`config.mk`:
```
export PLATFORM = sky130hd
export DESIGN_NAME = port_pin_function_select
export DESIGN_NICKNAME = d
export VERILOG_FILES = /design/src/design/pin_select_pkg.sv /design/src/design/port_pin_function_select.sv
export VERILOG_INCLUDE_DIRS = /design/src /design/src/design
export SDC_FILE = /design/constraint.sdc
export NUM_CORES = 1
export LEC_CHECK = 0
export ABC_AREA = 1
export BUFFER_PORTS_ARGS = -buffer_cell sky130_fd_sc_hd__buf_2
export CAP_MARGIN = 20
export CORE_MARGIN = 2
export CORE_UTILIZATION = 37
export CTS_CLUSTER_SIZE = 24
export DETAILED_ROUTE_END_ITERATION = 8
export GPL_ROUTABILITY_DRIVEN = 0
export GPL_TIMING_DRIVEN = 0
export PLACE_DENSITY = 0.84
export SLEW_MARGIN = 20
export SYNTH_ARGS = -nofsm -noshare
export SYNTH_HDL_FRONTEND = slang
export SYNTH_SLANG_ARGS = --single-unit
```
`constraint.sdc`:
```
create_clock -name clock -period 0.8 [get_ports clock]
set_input_delay 0.04 -clock clock [delete_from_list [all_inputs] [get_ports clock]]
set_output_delay 0.04 -clock clock [all_outputs]
set_load 0.02 [all_outputs]
```
`src/design/pin_select_map.svh`:
```
/*
  Field code, width and reset constants for the port pin function selector.
  Assumes inclusion by bare name from the package and the design file.
*/
`ifndef PIN_SELECT_MAP_SVH
`define PIN_SELECT_MAP_SVH
`define CHIP_SELECT_HIGH_CODE 3'h4
`define PORT_CODE             3'h0
`define ANALOG_SEL_WIDTH      4
`define ANALOG_SEL_RESET      4'h0
`endif

```
`src/design/pin_select_pkg.sv`:
```
/*
  Types for the port pin function selector.
  Assumes the constant header is on the include path.
*/
`include "pin_select_map.svh"
package pin_select_pkg;
  typedef enum logic [2:0] {
    B6_PORT = 3'h1,
    B6_CSH  = 3'h2,
    B6_DACK = 3'h4
  } b6_func_e;

  typedef struct packed {
    logic o;
    logic oe;
  } pin_drive_s;

  typedef struct packed {
    logic chip_select1_high_enable;
    logic ack_select_ch2;
    logic ack_drive_ch2;
  } b6_sel_s;
endpackage

```
`src/design/port_pin_function_select.sv`:
```
/*
  Pin-function multiplexer for port B bits 5/6, port E bits 0..5, port F bits 0..5.
  Assumes selects and peripheral signals are synchronous to clock; tristate
  wires resolved outside from output enables.
*/
// What this block does
// - Port B bit 5 pin level always goes to DMA request input of channel 2.
// - Port B bit 6 is port at select 000, chip select high at 100, else DMA acknowledge 2.
// - Port E bits 0 and 1 always go to external interrupt inputs 0 and 1.
// - Port E bits 2/3 feed serial clock inputs 1/2 when clock enable is 0, drive them when 1.
// - Port E bits 4 and 5 always go to DMA request inputs of channels 0 and 1.
// - Port F bit 0 goes to serial input 0 and timer trigger 0.
// - Port F bit 1 is port or serial output 0 by output enable, and feeds timer trigger 1.
// - Port F bit 2 feeds serial clock 0 input when clock enable is 0, drives it when 1.
// - Port F bit 3 goes to serial input 1 and timer trigger 2.
// - Port F bit 4 feeds timer trigger 3 and is port or serial output 1 by output enable.
// - Port F bit 5 feeds serial input 2 and is port or compare output 1 by pin enable.
`timescale 1ns/1ps
`include "pin_select_map.svh"
module port_pin_function_select
  import pin_select_pkg::*;
(
  input  wire logic       clock,
  input  wire logic       rst_n,
  input  wire logic       chip_select1_low_enable,
  input  wire b6_sel_s    b6_sel,
  input  wire logic       serial_clock_out_enable,
  input  wire logic       serial_out_enable,
  input  wire logic       compare_output_pin_enable,
  input  wire logic [3:0] analog_sel,
  input  wire logic [1:0] port_b_out,
  input  wire logic [1:0] port_b_oe,
  input  wire logic [5:0] port_e_out,
  input  wire logic [5:0] port_e_oe,
  input  wire logic [5:0] port_f_out,
  input  wire logic [5:0] port_f_oe,
  input  wire logic       chip_select1_low,
  input  wire logic       chip_select1_high,
  input  wire logic       dma_acknowledge_ch2,
  input  wire logic [2:0] serial_clock_out,
  input  wire logic       serial_output0,
  input  wire logic       serial_output1,
  input  wire logic       compare_output1,
  input  wire logic [1:0] port_b_in,
  input  wire logic [5:0] port_e_in,
  input  wire logic [5:0] port_f_in,
  output logic      [1:0] port_b_pin_o,
  output logic      [1:0] port_b_pin_oe,
  output logic      [5:0] port_e_pin_o,
  output logic      [5:0] port_e_pin_oe,
  output logic      [5:0] port_f_pin_o,
  output logic      [5:0] port_f_pin_oe,
  output logic      [2:0] dma_request,
  output logic      [1:0] ext_irq_input,
  output logic      [2:0] serial_clock_in,
  output logic      [2:0] serial_input,
  output logic      [3:0] timer_trigger,
  output logic            analog_select_error
);
  logic [1:0] port_b_pin_o_r;
  logic [1:0] port_b_pin_oe_r;
  logic [5:0] port_e_pin_o_r;
  logic [5:0] port_e_pin_oe_r;
  logic [5:0] port_f_pin_o_r;
  logic [5:0] port_f_pin_oe_r;
  logic [2:0] dma_request_r;
  logic [1:0] ext_irq_input_r;
  logic [2:0] serial_clock_in_r;
  logic [2:0] serial_input_r;
  logic [3:0] timer_trigger_r;
  logic       analog_select_error_r;

  function automatic pin_drive_s pick(input logic alt, input logic alt_o,
                                      input logic p_o, input logic p_oe);
    pick = alt ? pin_drive_s'{o: alt_o, oe: 1'b1} : pin_drive_s'{o: p_o, oe: p_oe};
  endfunction

  // Port B bit 6 selection
  wire        b6_is_port = (b6_sel == `PORT_CODE);
  wire        b6_is_csh  = (b6_sel == `CHIP_SELECT_HIGH_CODE);
  b6_func_e   b6_func;
  assign b6_func = b6_is_port ? B6_PORT : (b6_is_csh ? B6_CSH : B6_DACK);
  wire        b6_alt_o = (b6_func == B6_CSH) ? chip_select1_high : dma_acknowledge_ch2;

  // Pin drives; alternate function takes the pin from the port driver
  wire pin_drive_s b5_d  = pick(chip_select1_low_enable, chip_select1_low,
                                port_b_out[0], port_b_oe[0]);
  wire pin_drive_s b6_d  = pick(!b6_is_port, b6_alt_o,
                                port_b_out[1], port_b_oe[1]);
  wire pin_drive_s pe2_d = pick(serial_clock_out_enable, serial_clock_out[1],
                                port_e_out[2], port_e_oe[2]);
  wire pin_drive_s pe3_d = pick(serial_clock_out_enable, serial_clock_out[2],
                                port_e_out[3], port_e_oe[3]);
  wire pin_drive_s pf1_d = pick(serial_out_enable, serial_output0,
                                port_f_out[1], port_f_oe[1]);
  wire pin_drive_s pf2_d = pick(serial_clock_out_enable, serial_clock_out[0],
                                port_f_out[2], port_f_oe[2]);
  wire pin_drive_s pf4_d = pick(serial_out_enable, serial_output1,
                                port_f_out[4], port_f_oe[4]);
  wire pin_drive_s pf5_d = pick(compare_output_pin_enable, compare_output1,
                                port_f_out[5], port_f_oe[5]);

  wire [1:0] port_b_pin_o_nxt  = {b6_d.o, b5_d.o};
  wire [1:0] port_b_pin_oe_nxt = {b6_d.oe, b5_d.oe};
  wire [5:0] port_e_pin_o_nxt  = {port_e_out[5:4], pe3_d.o, pe2_d.o, port_e_out[1:0]};
  wire [5:0] port_e_pin_oe_nxt = {port_e_oe[5:4], pe3_d.oe, pe2_d.oe, port_e_oe[1:0]};
  wire [5:0] port_f_pin_o_nxt  = {pf5_d.o, pf4_d.o, port_f_out[3], pf2_d.o, pf1_d.o,
                                  port_f_out[0]};
  wire [5:0] port_f_pin_oe_nxt = {pf5_d.oe, pf4_d.oe, port_f_oe[3], pf2_d.oe, pf1_d.oe,
                                  port_f_oe[0]};

  // Forwarded inputs
  wire [2:0] dma_request_nxt     = {port_b_in[0], port_e_in[5:4]};
  wire [1:0] ext_irq_input_nxt   = port_e_in[1:0];
  wire [2:0] serial_clock_in_nxt = serial_clock_out_enable ? 3'h0
                                   : {port_e_in[3:2], port_f_in[2]};
  wire [2:0] serial_input_nxt    = {port_f_in[5], port_f_in[3], port_f_in[0]};
  wire [3:0] timer_trigger_nxt   = {port_f_in[4], port_f_in[3], port_f_in[1], port_f_in[0]};
  wire       analog_err_nxt      = |analog_sel;

  always_ff @(posedge clock or negedge rst_n) begin
    if (!rst_n) begin
      port_b_pin_o_r        <= 2'h0;
      port_b_pin_oe_r       <= 2'h0;
      port_e_pin_o_r        <= 6'h00;
      port_e_pin_oe_r       <= 6'h00;
      port_f_pin_o_r        <= 6'h00;
      port_f_pin_oe_r       <= 6'h00;
      dma_request_r         <= 3'h0;
      ext_irq_input_r       <= 2'h0;
      serial_clock_in_r     <= 3'h0;
      serial_input_r        <= 3'h0;
      timer_trigger_r       <= 4'h0;
      analog_select_error_r <= 1'b0;
    end else begin
      port_b_pin_o_r        <= port_b_pin_o_nxt;
      port_b_pin_oe_r       <= port_b_pin_oe_nxt;
      port_e_pin_o_r        <= port_e_pin_o_nxt;
      port_e_pin_oe_r       <= port_e_pin_oe_nxt;
      port_f_pin_o_r        <= port_f_pin_o_nxt;
      port_f_pin_oe_r       <= port_f_pin_oe_nxt;
      dma_request_r         <= dma_request_nxt;
      ext_irq_input_r       <= ext_irq_input_nxt;
      serial_clock_in_r     <= serial_clock_in_nxt;
      serial_input_r        <= serial_input_nxt;
      timer_trigger_r       <= timer_trigger_nxt;
      analog_select_error_r <= analog_err_nxt;
    end
  end

  assign port_b_pin_o        = port_b_pin_o_r;
  assign port_b_pin_oe       = port_b_pin_oe_r;
  assign port_e_pin_o        = port_e_pin_o_r;
  assign port_e_pin_oe       = port_e_pin_oe_r;
  assign port_f_pin_o        = port_f_pin_o_r;
  assign port_f_pin_oe       = port_f_pin_oe_r;
  assign dma_request         = dma_request_r;
  assign ext_irq_input       = ext_irq_input_r;
  assign serial_clock_in     = serial_clock_in_r;
  assign serial_input        = serial_input_r;
  assign timer_trigger       = timer_trigger_r;
  assign analog_select_error = analog_select_error_r;

  // Checks; forwarded levels are only compared once a full cycle has run out of reset
  a_dma_req2_follow: assert property (@(posedge clock) disable iff (!rst_n)
    $past(rst_n) |-> dma_request[2] == $past(port_b_in[0]))
    else $error("dma request 2 not pin level");
  a_b6_port_mode: assert property (@(posedge clock) disable iff (!rst_n)
    (b6_sel == 3'h0) |=> (port_b_pin_o[1] == $past(port_b_out[1])
                          && port_b_pin_oe[1] == $past(port_b_oe[1])))
    else $error("port b bit 6 not port at 000");
  a_b6_csh_mode: assert property (@(posedge clock) disable iff (!rst_n)
    (b6_sel == 3'h4) |=> (port_b_pin_o[1] == $past(chip_select1_high) && port_b_pin_oe[1]))
    else $error("port b bit 6 not chip select high at 100");
  a_b6_dack_mode: assert property (@(posedge clock) disable iff (!rst_n)
    (b6_sel != 3'h0 && b6_sel != 3'h4) |=> (port_b_pin_o[1] == $past(dma_acknowledge_ch2)
                                            && port_b_pin_oe[1]))
    else $error("port b bit 6 not dma ack");
  a_irq_follows_pin: assert property (@(posedge clock) disable iff (!rst_n)
    $past(rst_n) |-> ext_irq_input == $past(port_e_in[1:0]))
    else $error("irq input mismatch");
  a_sclk_out_drive: assert property (@(posedge clock) disable iff (!rst_n)
    serial_clock_out_enable |=> (port_e_pin_oe[3:2] == 2'h3 && port_f_pin_oe[2]))
    else $error("serial clock pins not driven");
  a_sclk_out_value: assert property (@(posedge clock) disable iff (!rst_n)
    serial_clock_out_enable |=> (port_e_pin_o[3:2] == $past(serial_clock_out[2:1])
                                 && port_f_pin_o[2] == $past(serial_clock_out[0])))
    else $error("serial clock pin value mismatch");
  a_sclk_in_feed: assert property (@(posedge clock) disable iff (!rst_n)
    !serial_clock_out_enable |=> (serial_clock_in[0] == $past(port_f_in[2])))
    else $error("serial clock 0 input mismatch");
  a_sclk_in_port_e: assert property (@(posedge clock) disable iff (!rst_n)
    !serial_clock_out_enable |=> (serial_clock_in[2:1] == $past(port_e_in[3:2])))
    else $error("serial clock 1/2 input mismatch");
  a_dreq01_follow: assert property (@(posedge clock) disable iff (!rst_n)
    $past(rst_n) |-> dma_request[1:0] == $past(port_e_in[5:4]))
    else $error("dma request 0/1 mismatch");
  a_trig_serial_in: assert property (@(posedge clock) disable iff (!rst_n)
    $past(rst_n) |-> (timer_trigger[0] == $past(port_f_in[0]))
                     && (serial_input[0] == $past(port_f_in[0])))
    else $error("trigger 0 or serial input 0 mismatch");
  a_serial_in1: assert property (@(posedge clock) disable iff (!rst_n)
    $past(rst_n) |-> (serial_input[1] == $past(port_f_in[3]))
                     && (timer_trigger[2] == $past(port_f_in[3])))
    else $error("trigger 2 or serial input 1 mismatch");
  a_trig1_follow: assert property (@(posedge clock) disable iff (!rst_n)
    $past(rst_n) |-> timer_trigger[1] == $past(port_f_in[1]))
    else $error("trigger 1 mismatch");
  a_sout_select: assert property (@(posedge clock) disable iff (!rst_n)
    serial_out_enable |=> (port_f_pin_o[1] == $past(serial_output0) && port_f_pin_oe[1]))
    else $error("serial output 0 not driven");
  a_port_f1_keep: assert property (@(posedge clock) disable iff (!rst_n)
    !serial_out_enable |=> (port_f_pin_o[1] == $past(port_f_out[1])
                            && port_f_pin_oe[1] == $past(port_f_oe[1])))
    else $error("port f bit 1 not port");
  a_trig3_follow: assert property (@(posedge clock) disable iff (!rst_n)
    $past(rst_n) |-> timer_trigger[3] == $past(port_f_in[4]))
    else $error("trigger 3 mismatch");
  a_sout1_select: assert property (@(posedge clock) disable iff (!rst_n)
    serial_out_enable |=> (port_f_pin_o[4] == $past(serial_output1) && port_f_pin_oe[4]))
    else $error("serial output 1 not driven");
  a_serial_in2: assert property (@(posedge clock) disable iff (!rst_n)
    $past(rst_n) |-> serial_input[2] == $past(port_f_in[5]))
    else $error("serial input 2 mismatch");
  a_cmp_out_select: assert property (@(posedge clock) disable iff (!rst_n)
    compare_output_pin_enable |=> (port_f_pin_o[5] == $past(compare_output1)
                                   && port_f_pin_oe[5]))
    else $error("compare output 1 not driven");
  a_port_disconnect: assert property (@(posedge clock) disable iff (!rst_n)
    (serial_out_enable && !port_f_out[4] && serial_output1) |=> port_f_pin_o[4])
    else $error("port driver still on pin");
  a_analog_flag: assert property (@(posedge clock) disable iff (!rst_n)
    $past(rst_n) |-> analog_select_error == (|$past(analog_sel)))
    else $error("analog select flag mismatch");

  c_b6_dack: cover property (@(posedge clock) disable iff (!rst_n) b6_sel == 3'h3);
  c_b6_csh:  cover property (@(posedge clock) disable iff (!rst_n) b6_sel == 3'h4);
  c_sclk_out: cover property (@(posedge clock) disable iff (!rst_n) serial_clock_out_enable);
  c_analog_err: cover property (@(posedge clock) disable iff (!rst_n) analog_select_error);
endmodule // port_pin_function_select

```
==> impl_metrics.yaml, run 1 <==
yosys:
  syn-instance-count: 92
  synth.avg_cell_area_um2: 14.0
  synth.top_cell.area_share: 0.817
  synth_net_count: 156
  synth_warnings: 0
  ys_seq_area_frac: 0.817
  post_synth_instance_area_um2: 1290
  synth_area_leaders: "sky130_fd_sc_hd__dfrtp_1, sky130_fd_sc_hd__inv_1, sky130_fd_sc_hd__nand2_1"
  synth_top_area_cell: "sky130_fd_sc_hd__dfrtp_1"
  count_of_unique_library_cells_instantiated_by_yosys: 11
  synth.ff_latch_count: 42
cts:
  numCtsBuffers: 5
  tritoncts_clock_tree: "yes"
  htreeDepth: 2
  clock_pin_slew_reported_for_the_worst_setup_and_hold_paths_after_clock_tree_synthesis_ps: 110
  cts-root-to-sink-buffers: 2
  postCtsHoldBufs: 61
  numClockSinks: 42
  root_buffer_master: "sky130_fd_sc_hd__clkbuf_4"
  post_cts_buffers: 0
run_status:
  failed_checks: "negative hold slack, negative setup slack"
  outcome: "complete, but fails checks"
floorplanning:
  rows: 21
  die_w_um: 63.0
  die_area_um2: 3960
  boundaryPins: 108
  floorplan.die.height_um: 63.0
  placeableCoreArea_um2: 3340
  start_util: 0.385
setup_path:
  end_kind: "primary output"
  path_class: "reg -> out"
  crit_arrival_ps: 990
  worstPathMaxFanout: 2
  worst_ep_required_time_ps: 760
  setup.worst_path.start_class: "register"
global_routing:
  vias_in_the_first_global_route: 1532
  antenna_found_initial: 0
  overflow: 0
  global_route.usage.total: 0.248
  gr-max-usage-layer: "met2"
  grtUsageMet1: 0.217
  grt_use_met2: 0.504
  met3_usage: 0.0847
  grt_max_degree: 43
  grt_first_pass_wirelength_um: 7270
sta:
  setup_slack_ps: -227
  period_share: 1.28
  maxSlewViolCount: 0
  grt_setup_unrepaired: "true"
  fin_hold_ws_ps: -191
  worst_max_slew_pin_slew_ps: 897
  post-route-min-period_ps: 1030
  finalHoldViolations: 42
  timing.max_slew.rel_slack: 0.402
  finalSetupViolCount: 44
  max_clock_freq_ghz: 0.974
routing:
  drc_errors: 0
  via_density_per_instance: 4.22
  drtIter0Drc: 34
  wire_per_inst_um: 14.2
  detail_route.first_pass.iterations: 3
  wl_um: 4450
  antenna_violating_nets_post_route: 0
  vias: 1321
min_path:
  worstHoldPathType: "in -> async"
layout:
  fin_util: 0.851
  drive_gt1_frac: 0.457
  insertedDiodeCount: 0
  area_growth_pct: 121
  final_nets: 330
  final_common_cell: "sky130_fd_sc_hd__buf_2"
  fillerInstances: 165
  most-common-layout-cells: "sky130_fd_sc_hd__buf_2, sky130_fd_sc_hd__dlygate4sd3_1, sky130_fd_sc_hd__buf_6, sky130_fd_sc_hd__dfrtp_1"
power_and_ir_drop:
  cellPowerDensity_nw_per_um2: 1610
  total_leakage_power_nw: 1.43
  peakVddDrop_v: 0.00115
placement:
  detailed_place_hpwl_um: 2060
  place.port_buffers: 106
  dpl_worst_slack_ps: 0.291
job:
  drv.max_cap_violation_count: 0
[sequential cells by signal, summed over array words and instances, names as in the netlist]
name and cells:
dma_request 3, port_e_pin_oe 6, serial_clock_in 3, port_f_pin_o 6, port_b_pin_oe 2, timer_trigger 2
port_f_pin_oe 6, ext_irq_input 2, port_b_pin_o 2, serial_input 3, port_e_pin_o 6, analog_select_error 1
[timing repair]
item                                    CTS  global route
endpoints found under the setup margin   44            45
resized for setup                        86             3
endpoints found under the hold margin    84            42
[worst paths after layout]
check | endpoint | from | slack, ps
setup / recovery | timer_trigger[0] | serial_input[0] | -230
hold / removal | port_e_pin_oe[0] | rst_n | -190
max in group asynchronous | port_b_pin_oe[0] | rst_n | 430
min in group clock | port_e_pin_o[5] | port_e_out[5] | 330
[final cells by class]
cell class	instances	area, um2	share of cell area
clock buffer	7	45.0	0.0159
multi-input combinational	35	171	0.0604
sequential	42	1050	0.370
buffer	3	33.8	0.0119
inverter	12	45.0	0.0159
tap	46	57.6	0.0203
clock inverter	1	30.0	0.0106
timing repair buffer	167	1410	0.495
[cell families (layout without fill, tap and decap cells)]
family	after synthesis	after routing	synth area share
AOI/OAI and AO/OA	8	8	0.0311
DFF	42	42	0.817
buffers and inverters	15	190	0.0554
and+or+nand+nor	27	27	0.0963
[stage by stage]
step,hold WS (ps),power [W],area (um2),cells,TNS (ps)
2_1_floorplan,-256,0.00255,1290,92,0
3_3_place_gp,147,0.00285,1870,244,0
3_5_place_dp,149,0.00287,1870,244,0
4_1_cts,-173,0.00456,2830,313,-5400
5_1_grt,-144,0.00479,2840,313,-7230
6_report,-191,0.00457,2840,313,-5160
[report_power, final]
| group | total (W) | internal (W) | switching, W |
|---|---|---|---|
| logic | 0.000964 | 0.000569 | 0.000396 |
| registers | 0.00230 | 0.00224 | 0.0000613 |
| clock network | 0.00130 | 0.000663 | 0.000641 |
| total | 0.00457 | 0.00347 | 0.00110 |
[worst max-delay path, stage by stage (launching register included)]
cell,delay (ps)
sky130_fd_sc_hd__dfrtp_1,410
sky130_fd_sc_hd__buf_6,120
sky130_fd_sc_hd__buf_6,120
[cell usage after synthesis]
| cell type | instances |
|---|---|
| sky130_fd_sc_hd__buf_6 | 1 |
| sky130_fd_sc_hd__dfrtp_1 | 42 |
| sky130_fd_sc_hd__or2_2 | 6 |
| sky130_fd_sc_hd__nand3b_1 | 1 |
| sky130_fd_sc_hd__nor2_1 | 6 |
| sky130_fd_sc_hd__or2_1 | 1 |
| sky130_fd_sc_hd__inv_1 | 12 |
| sky130_fd_sc_hd__o21ai_0 | 8 |
| sky130_fd_sc_hd__nand2_1 | 12 |
| sky130_fd_sc_hd__nand3_1 | 1 |
| sky130_fd_sc_hd__buf_4 | 2 |
[metal layers]
layer / part of all wire / vias up
li1: - / 621
met5: 0 / -
met1: 0.32 / 617
met3: 0.078 / 11
met2: 0.58 / 72
met4: 0.027 / 0
No activity file was read; power rests on OpenSTA's default activity.
==> run 2: changes to the inputs <==
--- a/config.mk
+++ b/config.mk
@@ -15,7 +15,7 @@
 export DETAILED_ROUTE_END_ITERATION = 8
 export GPL_ROUTABILITY_DRIVEN = 0
 export GPL_TIMING_DRIVEN = 0
-export PLACE_DENSITY = 0.84
+export PLACE_DENSITY = 0.78
 export SLEW_MARGIN = 20
 export SYNTH_ARGS = -nofsm -noshare
 export SYNTH_HDL_FRONTEND = slang
==> impl_metrics.yaml, run 2 (same netlist as run 1, synthesis figures left out) <==
power_and_ir_drop:
  total_power_w: 0.00431
  cellPowerDensity_nw_per_um2: 1530
  total_leakage_power_nw: 1.42
  peakVddDrop_v: 0.00106
placement:
  detailed_place_hpwl_um: 2120
  place.port_buffers: 106
sta:
  grt_setup_unrepaired: "true"
  setup_slack_ps: -251
  finalHoldViolations: 42
  finalSetupViolCount: 44
  period_share: 1.31
  maxSlewViolCount: 0
  fin_hold_ws_ps: -201
  timing.max_slew.rel_slack: 0.394
  post-route-min-period_ps: 1050
  max_clock_freq_ghz: 0.951
  worst_max_slew_pin_slew_ps: 908
global_routing:
  vias_in_the_first_global_route: 1603
  grt_first_pass_wirelength_um: 7760
  grt_max_degree: 43
  antenna_found_initial: 0
  overflow: 0
  global_route.usage.total: 0.266
cts:
  numCtsBuffers: 5
  post_cts_buffers: 0
  clock_pin_slew_reported_for_the_worst_setup_and_hold_paths_after_clock_tree_synthesis_ps: 130
  htreeDepth: 2
  numClockSinks: 42
  cts-root-to-sink-buffers: 2
  tritoncts_clock_tree: "yes"
  postCtsHoldBufs: 61
  root_buffer_master: "sky130_fd_sc_hd__clkbuf_4"
routing:
  antenna_violating_nets_post_route: 0
  via_density_per_instance: 4.34
  vias: 1353
  detail_route.first_pass.iterations: 4
  wl_um: 4860
  drtIter0Drc: 81
  drc_errors: 0
  wire_per_inst_um: 15.6
setup_path:
  end_kind: "primary output"
  critical_path.slowest_cell: "sky130_fd_sc_hd__dfrtp_1"
  worst_ep_required_time_ps: 760
  cp-startpoint: "serial_input[0]"
  setup.worst_path.start_class: "register"
  path_class: "reg -> out"
  timing.critical_path.mode_cell: "sky130_fd_sc_hd__buf_6"
  critical-path-max-stage-delay_ps: 420
  path_cells: "buf_6, buf_6"
  worstPathMaxFanout: 2
  crit_arrival_ps: 1010
layout:
  most-common-layout-cells: "sky130_fd_sc_hd__buf_2, sky130_fd_sc_hd__dlygate4sd3_1, sky130_fd_sc_hd__buf_6, sky130_fd_sc_hd__dfrtp_1"
  sequential_cell_area_um2: 1050
  final_nets: 329
  insertedDiodeCount: 0
  drive_gt1_frac: 0.462
  multi_input_area_um2: 171
  final_common_cell: "sky130_fd_sc_hd__buf_2"
  fillerInstances: 167
  area_growth_pct: 119
  fin_util: 0.844
job:
  drv.max_cap_violation_count: 0
floorplanning:
  rows: 21
  floorplan.die.height_um: 63.0
  die_area_um2: 3960
  placeableCoreArea_um2: 3340
  boundaryPins: 108
  start_util: 0.385
  die_w_um: 63.0
run_status:
  failed_checks: "negative hold slack, negative setup slack"
  outcome: "complete, but fails checks"
min_path:
  worstHoldPathType: "in -> async"
## run 2: timing repair
action,in CTS,in global routing
pin swaps,0,1
setup endpoints to repair,44,48
resized for setup,86,3
endpoints found under the hold margin,84,42
## run 2: stage by stage
step / setup WS, ps / std cells / setup TNS, ps / area (um2) / hold slack, ps
2_1_floorplan: 147 / 92 / 0 / 1290 / -256
3_5_place_dp: 19.4 / 244 / 0 / 1870 / 149
5_1_grt: -306 / 312 / -7840 / 2820 / -159
4_1_cts: -247 / 313 / -5900 / 2810 / -192
3_3_place_gp: 21.2 / 244 / 0 / 1870 / 147
6_report: -251 / 312 / -5630 / 2820 / -201
## run 2: critical path, delay by kind of cell, from the launching register on
| kind | cells | cell delay, ps |
|---|---|---|
| DFF | 1 | 420 |
| buffers and inverters | 2 | 240 |
## run 2: final timing paths
kind / to / slack [ps]
worst max-delay path: timer_trigger[0] / -250
worst min-delay path: dma_request[0] / -200
max in group asynchronous: timer_trigger[1] / 430
min in group clock: dma_request[2] / 320
## run 2: power by group
part	total [W]	internal, W	switching, W
clock network	0.00104	0.000342	0.000697
logic	0.000973	0.000566	0.000406
registers	0.00230	0.00224	0.0000629
## run 2: routing by layer
layer,wire (um),global-route usage,vias up
met1,1450,0.222,652
li1,-,-,618
met2,2950,0.544,72
met4,116,0.0972,0
met5,0,0,-
met3,351,0.0973,11
## run 2: layout make-up
| class | instances | share of cell area |
|---|---|---|
| repair buffers | 166 | 0.497 |
| flip-flops and latches | 42 | 0.373 |
| multi-input cells | 35 | 0.0609 |
| well taps | 46 | 0.0204 |
| inverters | 12 | 0.0160 |
| clock buffers | 5 | 0.0133 |
| plain buffers | 3 | 0.0120 |
| clock inverters | 3 | 0.00755 |
